`src/rtl/fault_ind_pkg.sv`:
```
package fault_ind_pkg;
  localparam int unsigned MCLK_HZ          = 250_000_000;
  localparam int unsigned SLOW_FLASH_MS    = 500;
  localparam int unsigned FAST_FLASH_MS    = 100;
  localparam int unsigned ALARM_FLASH_MS   = 250;
  localparam int unsigned SLOW_FLASH_CYC   = MCLK_HZ / 1000 * SLOW_FLASH_MS;
  localparam int unsigned FAST_FLASH_CYC   = MCLK_HZ / 1000 * FAST_FLASH_MS;
  localparam int unsigned ALARM_FLASH_CYC  = MCLK_HZ / 1000 * ALARM_FLASH_MS;
  localparam int unsigned LOG_DEPTH        = 10;
  localparam int unsigned CODE_W           = 7;
  localparam int unsigned TIME_W           = 32;
  localparam int unsigned VALUE_W          = 14;
  localparam logic [CODE_W-1:0] CODE_NONE  = 7'h00;
  localparam logic [1:0] BUS_OFF           = 2'h0;
  localparam logic [1:0] BUS_OK            = 2'h1;
  localparam logic [1:0] BUS_LOCAL         = 2'h2;
  localparam logic [1:0] BUS_NO_MASTER     = 2'h3;

  typedef enum logic [3:0] {
    ST_READY  = 4'b0001,
    ST_WARN   = 4'b0010,
    ST_TRIP   = 4'b0100,
    ST_LOCKED = 4'b1000
  } fault_state_t;

  // Class bits: warn capable, alarm capable, lock capable
  function automatic logic [2:0] fault_class(input logic [CODE_W-1:0] code);
    case (code)
      7'd5, 7'd6, 7'd33, 7'd99:                        fault_class = 3'b100;
      7'd2, 7'd4, 7'd7, 7'd8, 7'd13:                   fault_class = 3'b111;
      7'd14, 7'd15, 7'd16, 7'd35:                      fault_class = 3'b011;
      7'd9, 7'd10, 7'd11, 7'd12, 7'd17, 7'd18, 7'd34, 7'd36: fault_class = 3'b110;
      7'd50, 7'd51, 7'd54, 7'd55, 7'd56:               fault_class = 3'b010;
      default: begin
        if (code >= 7'd37 && code <= 7'd45)
          fault_class = 3'b011;
        else
          fault_class = 3'b000;
      end
    endcase
  endfunction : fault_class
endpackage : fault_ind_pkg

```
`src/rtl/drive_fault_indicator_logic.sv`:
```
// What this block does
// - Keep ten most recent faults, oldest displaced
// - Log timestamp, fault code, measured value
// - Status LED off when OK, else setting
// - Bus LED steady on when bus healthy
// - Bus LED slow flash in local mode
// - Bus LED fast flash without master exchange
// - Bus LED off when faulty or absent
// - Alarm LED flashes while trip active
// - Warning LED flashes while warning exists
// - Power LED on with mains or 24V
// - Warning clears itself when cause goes
// - Alarm latches until accepted reset
// - Locked trip flashes both; needs power cycle
// - Trip reset from key, input, serial
// - Automatic reset option clears trips, not locked trips
// - Configurable faults warn or alarm; others escalate
// - Trip coasts motor; cause gone, alarm only
// - After reset, ready to start again
// - Codes 5,6,33,99 warn only
// - Lock capable codes; some never warn
// - Tuning codes alarm only, no lock
// - Codes warn and alarm, never lock
// - Index one newest, index ten oldest
`timescale 1ns/1ps
`default_nettype none
module drive_fault_indicator_logic
  import fault_ind_pkg::*;
#(
  parameter int unsigned SLOW_CYC  = SLOW_FLASH_CYC,
  parameter int unsigned FAST_CYC  = FAST_FLASH_CYC,
  parameter int unsigned ALARM_CYC = ALARM_FLASH_CYC,
  parameter int unsigned DEPTH     = LOG_DEPTH
) (
  input  wire logic               mclk,
  input  wire logic               reset,
  input  wire logic [CODE_W-1:0]  fault_code,
  input  wire logic               fault_active,
  input  wire logic               fault_escalate,
  input  wire logic               fault_lock,
  input  wire logic               thermal_as_alarm,
  input  wire logic [VALUE_W-1:0] measured_value,
  input  wire logic               key_stop_reset,
  input  wire logic               din_reset,
  input  wire logic               serial_reset,
  input  wire logic               auto_reset_en,
  input  wire logic               mains_present,
  input  wire logic               aux24_present,
  input  wire logic               bus_option_fitted,
  input  wire logic [1:0]         bus_status,
  input  wire logic               status_setting,
  input  wire logic [3:0]         log_index,
  output logic                    led_status,
  output logic                    led_bus,
  output logic                    led_alarm,
  output logic                    led_warning,
  output logic                    led_power,
  output logic                    motor_coast,
  output logic                    drive_ready,
  output logic [CODE_W-1:0]       log_code,
  output logic [TIME_W-1:0]       log_time,
  output logic [VALUE_W-1:0]      log_value
);
  // Pin inputs pass a two-stage synchroniser
  logic [5:0] sync1;
  logic [5:0] sync2;
  always_ff @(posedge mclk or posedge reset) begin
    if (reset) begin
      sync1 <= 6'h00;
      sync2 <= 6'h00;
    end else begin
      sync1 <= {key_stop_reset, din_reset, serial_reset, mains_present, aux24_present, fault_active};
      sync2 <= sync1;
    end
  end
  logic key_s, din_s, ser_s, mains_s, aux_s, act_s;
  assign {key_s, din_s, ser_s, mains_s, aux_s, act_s} = sync2;

  // Reset requests are taken on their rising edge only
  logic [2:0] rst_prev;
  always_ff @(posedge mclk or posedge reset) begin
    if (reset)
      rst_prev <= 3'h0;
    else
      rst_prev <= {key_s, din_s, ser_s};
  end
  logic manual_reset;
  assign manual_reset = |({key_s, din_s, ser_s} & ~rst_prev);

  // Flash dividers, each a free-running toggle
  logic slow_ph;
  logic fast_ph;
  logic alarm_ph;

  flash_divider #(
    .HALF_CYC (SLOW_CYC)
  ) slow_div_u (
    .mclk  (mclk),
    .reset (reset),
    .phase (slow_ph)
  );

  flash_divider #(
    .HALF_CYC (FAST_CYC)
  ) fast_div_u (
    .mclk  (mclk),
    .reset (reset),
    .phase (fast_ph)
  );

  flash_divider #(
    .HALF_CYC (ALARM_CYC)
  ) alarm_div_u (
    .mclk  (mclk),
    .reset (reset),
    .phase (alarm_ph)
  );

  // Fault classification
  logic [2:0] cls;
  logic       can_warn, can_alarm, can_lock, thermal_code;
  assign cls          = fault_class(fault_code);
  assign can_warn     = cls[2];
  assign can_alarm    = cls[1];
  assign can_lock     = cls[0];
  assign thermal_code = (fault_code == 7'd10) || (fault_code == 7'd11);

  // Warn-only codes never trip; tuning codes trip at once
  logic goes_warn, goes_trip;
  always_comb begin
    goes_warn = 1'b0;
    goes_trip = 1'b0;
    if (act_s) begin
      if (thermal_code) begin
        goes_trip = thermal_as_alarm;
        goes_warn = ~thermal_as_alarm;
      end else begin
        goes_warn = can_warn;
        goes_trip = can_alarm && (fault_escalate || !can_warn);
      end
    end
  end

  fault_state_t state, next_state;
  logic         lock_power_lost;
  logic         accepted_reset;
  assign accepted_reset = manual_reset || auto_reset_en;

  always_comb begin
    next_state = state;
    case (state)
      ST_READY, ST_WARN: begin
        if (goes_trip && can_lock && fault_lock)
          next_state = ST_LOCKED;
        else if (goes_trip)
          next_state = ST_TRIP;
        else if (goes_warn)
          next_state = ST_WARN;
        else
          next_state = ST_READY;
      end
      ST_TRIP: begin
        // Reset only takes once the cause has gone
        if (accepted_reset && !act_s)
          next_state = ST_READY;
      end
      ST_LOCKED: begin
        // Mains must be back, else a reset during the outage would count
        if (lock_power_lost && mains_s && manual_reset && !act_s)
          next_state = ST_READY;
      end
      default: next_state = ST_READY;
    endcase
  end

  always_ff @(posedge mclk or posedge reset) begin
    if (reset)
      state <= ST_READY;
    else
      state <= next_state;
  end

  // Locked trip remembers that mains was removed since locking
  always_ff @(posedge mclk or posedge reset) begin
    if (reset)
      lock_power_lost <= 1'b0;
    else if (state != ST_LOCKED)
      lock_power_lost <= 1'b0;
    else if (!mains_s)
      lock_power_lost <= 1'b1;
  end

  // Timestamp from the internal clock
  logic [TIME_W-1:0] timestamp;
  always_ff @(posedge mclk or posedge reset) begin
    if (reset)
      timestamp <= '0;
    else
      timestamp <= timestamp + TIME_W'(1);
  end

  // Shift log: entry 0 is newest; each new trip shifts the rest down
  logic [CODE_W-1:0]  mem_code  [DEPTH];
  logic [TIME_W-1:0]  mem_time  [DEPTH];
  logic [VALUE_W-1:0] mem_value [DEPTH];
  logic [VALUE_W-1:0] value_hold;
  logic               log_event;
  assign log_event = (state == ST_READY || state == ST_WARN) &&
                     (next_state == ST_TRIP || next_state == ST_LOCKED);

  // Value sampled one cycle early so it precedes the failure
  always_ff @(posedge mclk or posedge reset) begin
    if (reset)
      value_hold <= '0;
    else
      value_hold <= measured_value;
  end

  always_ff @(posedge mclk or posedge reset) begin
    if (reset) begin
      for (int i = 0; i < DEPTH; i++) begin
        mem_code[i] <= CODE_NONE;
      end
    end else if (log_event) begin
      for (int i = DEPTH - 1; i > 0; i--) begin
        mem_code[i] <= mem_code[i-1];
      end
      mem_code[0] <= fault_code;
    end
  end

  always_ff @(posedge mclk or posedge reset) begin
    if (reset) begin
      for (int i = 0; i < DEPTH; i++) begin
        mem_time[i] <= '0;
      end
    end else if (log_event) begin
      for (int i = DEPTH - 1; i > 0; i--) begin
        mem_time[i] <= mem_time[i-1];
      end
      mem_time[0] <= timestamp;
    end
  end

  always_ff @(posedge mclk or posedge reset) begin
    if (reset) begin
      for (int i = 0; i < DEPTH; i++) begin
        mem_value[i] <= '0;
      end
    end else if (log_event) begin
      for (int i = DEPTH - 1; i > 0; i--) begin
        mem_value[i] <= mem_value[i-1];
      end
      mem_value[0] <= value_hold;
    end
  end

  // Log read port, index 1..DEPTH; out of range reads zero
  always_ff @(posedge mclk or posedge reset) begin
    if (reset) begin
      log_code  <= CODE_NONE;
      log_time  <= '0;
      log_value <= '0;
    end else if (log_index >= 4'h1 && 32'(log_index) <= DEPTH) begin
      log_code  <= mem_code[log_index - 4'h1];
      log_time  <= mem_time[log_index - 4'h1];
      log_value <= mem_value[log_index - 4'h1];
    end else begin
      log_code  <= CODE_NONE;
      log_time  <= '0;
      log_value <= '0;
    end
  end

  // Indicators
  logic tripped, warn_lit;
  assign tripped  = (state == ST_TRIP) || (state == ST_LOCKED);
  assign warn_lit = (state == ST_WARN) || (state == ST_LOCKED) ||
                    ((state == ST_TRIP) && act_s);

  // Shared phase keeps locked-trip LEDs flashing together
  always_ff @(posedge mclk or posedge reset) begin
    if (reset)
      led_alarm <= 1'b0;
    else
      led_alarm <= tripped && alarm_ph;
  end

  always_ff @(posedge mclk or posedge reset) begin
    if (reset)
      led_warning <= 1'b0;
    else
      led_warning <= warn_lit && alarm_ph;
  end

  always_ff @(posedge mclk or posedge reset) begin
    if (reset)
      led_power <= 1'b0;
    else
      led_power <= mains_s || aux_s;
  end

  always_ff @(posedge mclk or posedge reset) begin
    if (reset)
      led_status <= 1'b0;
    else
      led_status <= (state != ST_READY) && status_setting;
  end

  always_ff @(posedge mclk or posedge reset) begin
    if (reset)
      motor_coast <= 1'b0;
    else
      motor_coast <= tripped;
  end

  always_ff @(posedge mclk or posedge reset) begin
    if (reset)
      drive_ready <= 1'b0;
    else
      drive_ready <= !tripped;
  end

  always_ff @(posedge mclk or posedge reset) begin
    if (reset) begin
      led_bus <= 1'b0;
    end else if (!bus_option_fitted) begin
      led_bus <= 1'b0;
    end else begin
      case (bus_status)
        BUS_OK:        led_bus <= 1'b1;
        BUS_LOCAL:     led_bus <= slow_ph;
        BUS_NO_MASTER: led_bus <= fast_ph;
        default:       led_bus <= 1'b0;
      endcase
    end
  end
endmodule : drive_fault_indicator_logic

// Half period in clock cycles; the phase toggles at each wrap
module flash_divider #(
  parameter int unsigned HALF_CYC = 2
) (
  input  wire logic mclk,
  input  wire logic reset,
  output logic      phase
);
  logic [31:0] count;
  always_ff @(posedge mclk or posedge reset) begin
    if (reset) begin
      count <= 32'h0;
      phase <= 1'b0;
    end else if (count >= 32'(HALF_CYC - 1)) begin
      count <= 32'h0;
      phase <= ~phase;
    end else begin
      count <= count + 32'h1;
    end
  end
endmodule : flash_divider
`default_nettype wire

```
`config.mk`:
```
export PLATFORM = sky130hd
export DESIGN_NAME = drive_fault_indicator_logic
export DESIGN_NICKNAME = d
export VERILOG_FILES = /design/src/rtl/fault_ind_pkg.sv /design/src/rtl/drive_fault_indicator_logic.sv
export SDC_FILE = /design/constraint.sdc
export NUM_CORES = 1
export LEC_CHECK = 0
export BUFFER_PORTS_ARGS = -buffer_cell sky130_fd_sc_hd__clkbuf_2
export CAP_MARGIN = 5
export CORE_UTILIZATION = 60
export CTS_CLUSTER_DIAMETER = 200
export DETAILED_ROUTE_END_ITERATION = 8
export HOLD_SLACK_MARGIN = 0.08
export PLACE_DENSITY = 0.77
export SLEW_MARGIN = 0
export SYNTH_ARGS = -nofsm -noshare
export SYNTH_HDL_FRONTEND = slang
export SYNTH_HIERARCHICAL = 1
export SYNTH_SLANG_ARGS = --single-unit
```
`constraint.sdc`:
```
create_clock -name mclk -period 45.1 [get_ports mclk]
set_clock_uncertainty 0.1 [all_clocks]
set_input_delay 9.02 -clock mclk [delete_from_list [all_inputs] [get_ports mclk]]
set_output_delay 9.02 -clock mclk [all_outputs]
set_load 0.1 [all_outputs]
```
==> results of run 1 <==
[kinds of logic (layout without fill, tap and decap cells)]
| logic type | Yosys count | in the layout | share of synthesized area |
|---|---|---|---|
| and+or+nand+nor | 442 | 442 | 0.0674 |
| other | 3 | 18 | 0.000320 |
| muxes | 742 | 742 | 0.309 |
| adders and majority gates | 7 | 7 | 0.00249 |
| AOI/OAI and AO/OA | 175 | 175 | 0.0325 |
| DFF | 755 | 755 | 0.537 |
| buffers and inverters | 175 | 288 | 0.0325 |
| xor gates and xnor gates | 75 | 75 | 0.0187 |
[metal layers]
layer / track usage / wire length, um
met1: 0.313 / 28900
met2: 0.381 / 33000
met3: 0.0328 / 2370
met4: 0.0673 / 1310
met5: 0 / 0
[sequential cells by signal, summed over array words and instances (netlist names), 4 cells and up]
name and cells:
mem_time 320, mem_value 140, mem_code 70, alarm_div_u/count 32, fast_div_u/count 32, log_time 32
slow_div_u/count 32, timestamp 32, log_value 14, value_hold 14, log_code 7, sync1 6
sync2 6, state 4
[cells in the final DEF (no fill, tap or decap), types with 5 or more instances in the layout]
master	instances
a211oi_1	36
a21oi_1	58
a31oi_1	5
and3_1	17
and4_1	9
buf_4	17
clkbuf_1	19
clkbuf_16	84
clkbuf_2	99
clkbuf_8	18
clkinv_2	13
conb_1	18
dfrtp_1	754
ha_1	6
inv_1	24
mux2_1	109
mux2_2	103
mux2_4	370
mux2i_1	54
mux4_2	106
nand2_1	45
nand2b_1	6
nand3_1	54
nand4_1	30
nor2_1	79
nor2b_1	7
nor3_1	106
nor3b_1	6
nor4_1	15
o21ai_0	28
o31ai_1	13
or2_2	5
or3_1	24
or4_1	14
xnor2_1	37
xor2_1	36
[layout make-up]
class | instances | area [um2] | share of cell area
Clock buffer | 121 | 2420 | 0.0627
Clock inverter | 20 | 198 | 0.00512
Inverter | 25 | 101 | 0.00263
Multi-Input combinational cell | 1459 | 15300 | 0.396
Sequential cell | 755 | 18900 | 0.490
Tap cell | 765 | 957 | 0.0248
Timing Repair Buffer | 122 | 746 | 0.0193
[power groups by stage]
stage	Combinational, W	Clock [W]	Sequential (W)
after detailed placement	0.000360	0	0.000869
after global routing	0.000383	0.000692	0.000872
final	0.000360	0.000647	0.000859
after global placement	0.000349	0	0.000859
after floorplan	0.000282	0	0.000878
after CTS	0.000363	0.000662	0.000860
[final timing paths]
check	endpoint	slack (ps)	cells past startpoint
worst min-delay path	sync2[3]	250	0
max in group asynchronous	log_value[6]	34440	3
worst min register to register	sync2[3]	250	0
worst max register to register	mem_time[7]	40520	8
min in group asynchronous	slow_div_u/count[17]	8430	2
worst max-delay path	mem_time[7]	31820	10
[per-stage QoR]
stage	hold WS (ps)	cell area, um2	utilization
after CTS	254	38600	0.667
after detailed placement	241	35900	0.622
after floorplan	231	35200	-
final	253	38600	0.668
after global placement	235	35900	0.622
after global routing	263	38600	0.668
==> results.toml, run 1 <==
[hold_path]
hold_path.startpoint = "sync1[3]"
holdCritPathClass = "reg2reg"

[setup_path]
crit_path_start_kind = "input port"
crit_fanout = 145
crit_arrival_ps = 13660
path_cells = "clkbuf_2 > nor4_1 > nand2_1 > a31oi_1 > a31oi_1 > o311ai_4 > buf_4 > buf_4 > buf_12 > mux2_2"
r2r-start = "state[0]"
crit_type = "in2reg"
end_kind = "flop"
slowest_delay_ps = 990
crit_family = "buffers and inverters"
worst_path_max_delay_cell = "buf_4"
worstPathBufferInverterCount = 4
crit_path_start = "fault_code[2]"
worstPathRequired_ps = 45480

[power_and_ir_drop]
finalPower_w = 0.00187
pwr-share-clk = 0.347
power.switching_w = 0.000498
p_sw_frac = 0.267
powerDensity_nw_per_um2 = 48.4
seq_power_share = 0.460
combPwrFrac = 0.193
p_leak_nw = 18.8
peakVddDrop_v = 0.0000408
p_int_w = 0.00137

[global_route]
grt_max_degree = 198
grt_pass1_wl_mm = 111
grt_use_total = 0.228
antenna_found_initial = 0
grt_pass1_vias = 20900
globalRouteOverflowTotal = 0

[route]
first_iter_violations = 1154
routed_wl_mm = 65.5
vias = 19500
avgViaCountPerCell = 5.98
wl_per_cell_um = 20.1
ant_nets = 0
drc_errors = 0
first_pass_iters = 5

[floorplanning]
initial_core_util = 0.609
io_pins = 101
fp.dieH_um = 244
die_w_um = 244
dieArea_um2 = 59600
row_count = 88
core_area_um2 = 57800

[flow_run]
maxCapViolCount = 0

[sta]
fin_ws_ps = 31820
setup_viol = 0
hold_viol = 0
fin_crit_ps = 13280
slew_headroom = 0.221
slew_viol_final = 0
max_freq_mhz = 75.3
worst-slew-pin-transition_ps = 1170
finalSetupTns_ps = 0
fin_crit_sh = 0.294
rsz0062_at_grt = "false"

[cts]
cts_tree = "yes"
insertion_delay_ps = 610
cts_buffers = 80
cts_hold_buf = 0
cts.sinks = 755
cts_setup_buffers = 0
clk_path_buf_depth = 3
path_clk_slew_ps = 60
htree_num_levels = 3
cts_resized = 0
cts_root_buf = "clkbuf_16"

[logic_synthesis]
ys_async_sr_fraction = 1.00
synth_area_um2 = 35200
synth_cells = 2374
ys_seq_area_frac = 0.537
ys.flop_type = "dfrtp_1"
synth_cell_type_count = 74
yosys.area.top_type = "dfrtp_1"
synth_common_cells = "dfrtp_1 (754), mux2_4 (370), mux2_1 (109), mux4_2 (106), nor3_1 (106)"
synth_most_common_cell = "dfrtp_1"
yosysWarnings = 6
synthTopCellsByArea = "dfrtp_1 (54%), mux2_4 (16%), mux4_2 (6.8%)"
syn_avg_cell_area_um2 = 14.8
ys_seq_elements = 755
synth_top_area_frac = 0.536
synth_edf_count = 0

[placed_design]
port_buffers = 100
dp_slack_ps = 31390
gp_congestion = 0.829
placed_cells = 3125
hpwl_mm = 37.7

[final_layout]
fill_cells = 3949
area_delta_synth_final_pct = 9.70
antenna_cells = 0
instances_no_fill = 3267
final_nets = 2491
drive_above_1_share = 0.343

[run_status]
outcome = "completed"
Note: power is estimated with default switching activity, not from simulation.
==> run 2: changes to the inputs <==
Settings changed: CORE_UTILIZATION 60 to 57.
Clock period 45.1 ns to 11 ns, I/O delays scaled along.
==> results.toml, run 2 (synthesis results as in run 1) <==
[route]
vias = 19600
avgViaCountPerCell = 5.94
routed_wl_mm = 65.6
wl_per_cell_um = 19.9
drc_errors = 0
first_pass_iters = 5
ant_nets = 0
first_iter_violations = 1374

[final_layout]
top_register = "mem_time"
area_delta_synth_final_pct = 10.2
final_cell_mix = "dfrtp_1 (754), mux2_4 (370), mux2_1 (109), nor3_1 (106), mux4_2 (106)"
final_nets = 2494
drive_above_1_share = 0.346
antenna_cells = 0
largest_reg_flops = 320
top_regs = "mem_time: 320 flops, mem_value: 140 flops, mem_code: 70 flops"
design_area_um2 = 38800
final_common_cell = "dfrtp_1"

[cts]
cts_hold_buf = 0
htree_num_levels = 3
cts_resized = 0
path_clk_slew_ps = 60
cts.sinks = 755
cts_root_buf = "clkbuf_16"
clk_path_buf_depth = 3
cts_setup_buffers = 0
insertion_delay_ps = 640
cts_tree = "yes"
cts_buffers = 81

[setup_path]
worstPathRequired_ps = 11400
crit_arrival_ps = 5830
r2r-start = "state[0]"
end_kind = "flop"
worstPathBufferInverterCount = 3
cp_common_cell = "a31oi_1"
worstReg2RegEnd = "mem_code[10]"
crit_fanout = 125
worst_path_max_delay_cell = "buf_4"
crit_type = "in2reg"
crit_path_start_kind = "input port"
crit_family = "buffers and inverters"
reg2reg_depth = 7
path_cells = "clkbuf_2 > nor4_1 > nand2_1 > a31oi_1 > a31oi_1 > o311ai_4 > buf_12 > buf_4 > mux2_1"
slowest_delay_ps = 990
reg2reg_slack_ps = 7580

[sta]
rsz0062_at_grt = "false"
fin_ws_ps = 5570
fin_crit_ps = 5430
slew_headroom = 0.211
fin_crit_sh = 0.493
hold_viol = 0
setup_viol = 0
max_freq_mhz = 184
slew_viol_final = 0
worst-slew-pin-transition_ps = 1180

[global_route]
grt_max_degree = 194
grt-busiest-layer = "met2"
grt.met1_usage = 0.303
grt_pass1_vias = 20800
grt_pass1_wl_mm = 111
grt_use_total = 0.217
globalRouteOverflowTotal = 0
met3_usage = 0.0330
grt_util_met2 = 0.359
antenna_found_initial = 0

[power_and_ir_drop]
p_leak_nw = 18.9
peakVddDrop_v = 0.000110
powerDensity_nw_per_um2 = 200

[placed_design]
port_buffers = 100
place_area_um2 = 36000
hpwl_mm = 38.6
dp_slack_ps = 4980
gp_congestion = 0.800

[run_status]
outcome = "completed"

[floorplanning]
die_w_um = 250
core_area_um2 = 60700
fp.dieH_um = 250
initial_core_util = 0.580
dieArea_um2 = 62700
io_pins = 101
row_count = 90

[hold_path]
hold_depth = 0
hold_path.startpoint = "sync1[2]"
holdCritPathClass = "reg2reg"
holdPathEnd = "sync2[2]"

[flow_run]
maxCapViolCount = 0
[run 2: changes by cell type in the layout (fill, tap and decap cells not counted), sizes merged]
cell      previous run  this run
buf                 23        25
clkinvlp             0         4
bufinv               3         6
clkbuf             220       215
clkinv              15        19
[run 2: worst max path at each step]
stage                    end  slack, ps  cells after the start          start
3_3_place_gp    log_value[2]       4990                      7   log_index[0]
4_1_cts        log_value[11]       5640                      7   log_index[0]
2_1_floorplan    drive_ready       -270                      1          reset
3_5_place_dp    log_value[1]       4980                      7   log_index[0]
5_1_grt         log_time[31]       5380                      7   log_index[0]
6_report        mem_code[10]       5570                      9  fault_code[2]
[run 2: power by group]
part	total [W]	switching [W]	internal (W)
Sequential	0.00352	0.000334	0.00319
Clock	0.00277	0.00112	0.00164
Combinational	0.00147	0.000633	0.000836
[run 2: layout make-up]
| class | count | area [um2] |
|---|---|---|
| well taps | 782 | 978 |
| fillers | 4272 | 21900 |
| clock buffers | 116 | 2360 |
| clock inverters | 31 | 400 |
| flip-flops and latches | 755 | 18900 |
| inverters | 25 | 97.6 |
| repair buffers | 124 | 773 |
| multi-input cells | 1459 | 15300 |
[run 2: layer usage]
| layer | vias to the layer above | share of wire |
|---|---|---|
| met5 | - | 0 |
| met4 | 0 | 0.018 |
| met3 | 98 | 0.035 |
| met2 | 328 | 0.50 |
| met1 | 10300 | 0.44 |
| li1 | 8856 | - |
[run 2: through the flow]
step                hold slack, ps  instances   util  total power (W)  TNS [ps]
floorplan                      231       2389      -          0.00476   -174040
global placement               232       3144  0.593          0.00496         0
detailed placement             236       3144  0.593          0.00503         0
CTS                            253       3291  0.638          0.00783         0
global route                   260       3292  0.639          0.00809         0
finish                         248       3292  0.639          0.00775         0
==> run 3: changes to the inputs <==
Settings changed: ABC_AREA set to 1.
Clock period 11 ns to 4.85 ns, I/O delays scaled along.
==> results.toml, run 3 <==
[route]
routed_wl_mm = 90.5
first_iter_violations = 3663
first_pass_iters = 7
drc_errors = 0
ant_nets = 0
avgViaCountPerCell = 5.96
wl_per_cell_um = 17.1
vias = 31500

[cts]
cts_resized = 0
cts.sinks = 755
htree_num_levels = 3
insertion_delay_ps = 620
path_clk_slew_ps = 60
cts_tree = "yes"
cts_buffers = 81
cts_setup_buffers = 0
cts_hold_buf = 0
cts_root_buf = "clkbuf_16"
clk_path_buf_depth = 3

[final_layout]
final_common_cell = "nand2_1"
top_regs = "mem_time: 320 flops, mem_value: 140 flops, mem_code: 70 flops"
area_delta_synth_final_pct = 9.57
largest_reg_flops = 320
final_nets = 4431
final_cell_mix = "nand2_1 (1731), dfrtp_1 (753), nand4_1 (554), a21oi_1 (269), nor2_1 (212)"
drive_above_1_share = 0.0786
top_register = "mem_time"
antenna_cells = 0

[sta]
holdWs_ps = 251
fin_crit_sh = 0.718
slew_viol_final = 0
worst-slew-pin-transition_ps = 1010
max_freq_mhz = 287
hold_viol = 0
setup_viol = 0
rsz0062_at_grt = "false"
slew_headroom = 0.330
fin_crit_ps = 3480

[logic_synthesis]
synth_cells = 4482
synth_top_area_frac = 0.519
ys_async_sr_fraction = 1.00
synth_cell_type_count = 47
synth_area_um2 = 36400
yosysWarnings = 6
synth_edf_count = 0
ys.flop_type = "dfrtp_1"
synth_common_cells = "nand2_1 (1732), dfrtp_1 (754), nand4_1 (554), a21oi_1 (269), nor2_1 (213)"
synth_top_family_by_area = "simple AND/OR/NAND/NOR gates"
syn_avg_cell_area_um2 = 8.11
ys_seq_area_frac = 0.520
ys_seq_elements = 755
synth_compound_area_frac = 0.0653
yosys.area.top_type = "dfrtp_1"
synthSimpleGateAreaFrac = 0.334
synthAdderAreaFrac = 0.00241
muxShareOfSynthArea = 0
synthXorXnorAreaFrac = 0.0181
synthTopCellsByArea = "dfrtp_1 (52%), nand2_1 (18%), nand4_1 (9.5%)"
synth_most_common_cell = "nand2_1"

[floorplanning]
die_w_um = 255
fp.dieH_um = 255
initial_core_util = 0.577
core_area_um2 = 63100
row_count = 92
io_pins = 101
dieArea_um2 = 64800

[power_and_ir_drop]
seq_power_share = 0.441
p_int_w = 0.0114
p_leak_nw = 19.9
finalPower_w = 0.0170
power.switching_w = 0.00560
p_sw_frac = 0.329
pwr-share-clk = 0.370
powerDensity_nw_per_um2 = 427
combPwrFrac = 0.189
peakVddDrop_v = 0.000399

[setup_path]
crit_type = "in2reg"
worstReg2RegEnd = "mem_value[130]"
crit_path_start_kind = "input port"
reg2reg_slack_ps = 2390
worstPathRequired_ps = 5290
reg2reg_depth = 7
end_kind = "flop"
crit_fanout = 64
crit_arrival_ps = 3920
r2r-start = "state[0]"

[global_route]
grt_max_degree = 170
grt_pass1_vias = 29000
globalRouteOverflowTotal = 0
grt_pass1_wl_mm = 151
grt_use_total = 0.282
antenna_found_initial = 1

[hold_path]
holdPathEnd = "sync2[4]"
holdCritPathClass = "reg2reg"
hold_depth = 0
hold_path.startpoint = "sync1[4]"

[placed_design]
gp_congestion = 0.885
port_buffers = 100
hpwl_mm = 50.6

[flow_run]
maxCapViolCount = 0

[run_status]
outcome = "completed"
## run 3: cells by family (layout without fill, tap and decap cells)
family                   count (synthesis)  after routing
adder cells (fa/ha/maj)                  7              7
AND/OR/NAND/NOR                       2751           2751
flip-flops                             755            755
XOR/XNOR                                75             75
AO/OA/AOI/OAI                          403            403
other                                    3             18
buffers and inverters                  488            431
## run 3: area by class of cell
cell class | instances | area, um2
inverters | 131 | 510
well taps | 846 | 1060
clock buffers | 113 | 2360
fillers | 5391 | 23200
multi-input cells | 3254 | 15400
clock inverters | 27 | 343
repair buffers | 160 | 1270
flip-flops and latches | 755 | 18900
## run 3: worst max-delay path by stage
stage / startpoint / to / slack [ps] / cells past startpoint
2_1_floorplan: reset / drive_ready / -5190 / 1
3_3_place_gp: log_index[0] / log_value[4] / 860 / 9
3_5_place_dp: log_index[0] / log_time[2] / 810 / 9
4_1_cts: log_index[0] / log_time[2] / 1450 / 9
5_1_grt: log_index[0] / log_time[24] / 1210 / 9
6_report: log_index[0] / log_value[8] / 1370 / 9
## run 3: stage by stage
stage | util | setup TNS (ps) | worst slack [ps] | area (um2) | cells
floorplan | - | -3399290 | -5190 | 36400 | 4497
detailed placement | 0.589 | 0 | 807 | 37100 | 5146
CTS | 0.632 | 0 | 1450 | 39800 | 5286
finish | 0.632 | 0 | 1370 | 39800 | 5286
global placement | 0.589 | 0 | 862 | 37100 | 5146
global route | 0.632 | 0 | 1210 | 39800 | 5286
## run 3: power groups by stage
stage / Clock (W) / Combinational (W) / Sequential (W)
floorplan: 0 / 0.00211 / 0.00782
global placement: 0 / 0.00313 / 0.00760
detailed placement: 0 / 0.00319 / 0.00760
CTS: 0.00640 / 0.00320 / 0.00750
global route: 0.00664 / 0.00354 / 0.00759
finish: 0.00630 / 0.00322 / 0.00751
## run 3: metal layers
metal | vias to the layer above | global-route usage | share of wire | wire [um]
li1 | 14900 | - | - | -
met1 | 15400 | 0.412 | 0.44 | 39800
met2 | 1171 | 0.437 | 0.47 | 42500
met3 | 145 | 0.0472 | 0.070 | 6310
met4 | 0 | 0.0773 | 0.021 | 1910
met5 | - | 0 | 0 | 0
## run 3: critical path, stage by stage
cell and delay, ps:
buf_8 340, inv_8 240, ha_2 300, xnor2_1 560, inv_4 230, nor2_4 490, buf_4 380, a21oi_1 120
nor3_1 200
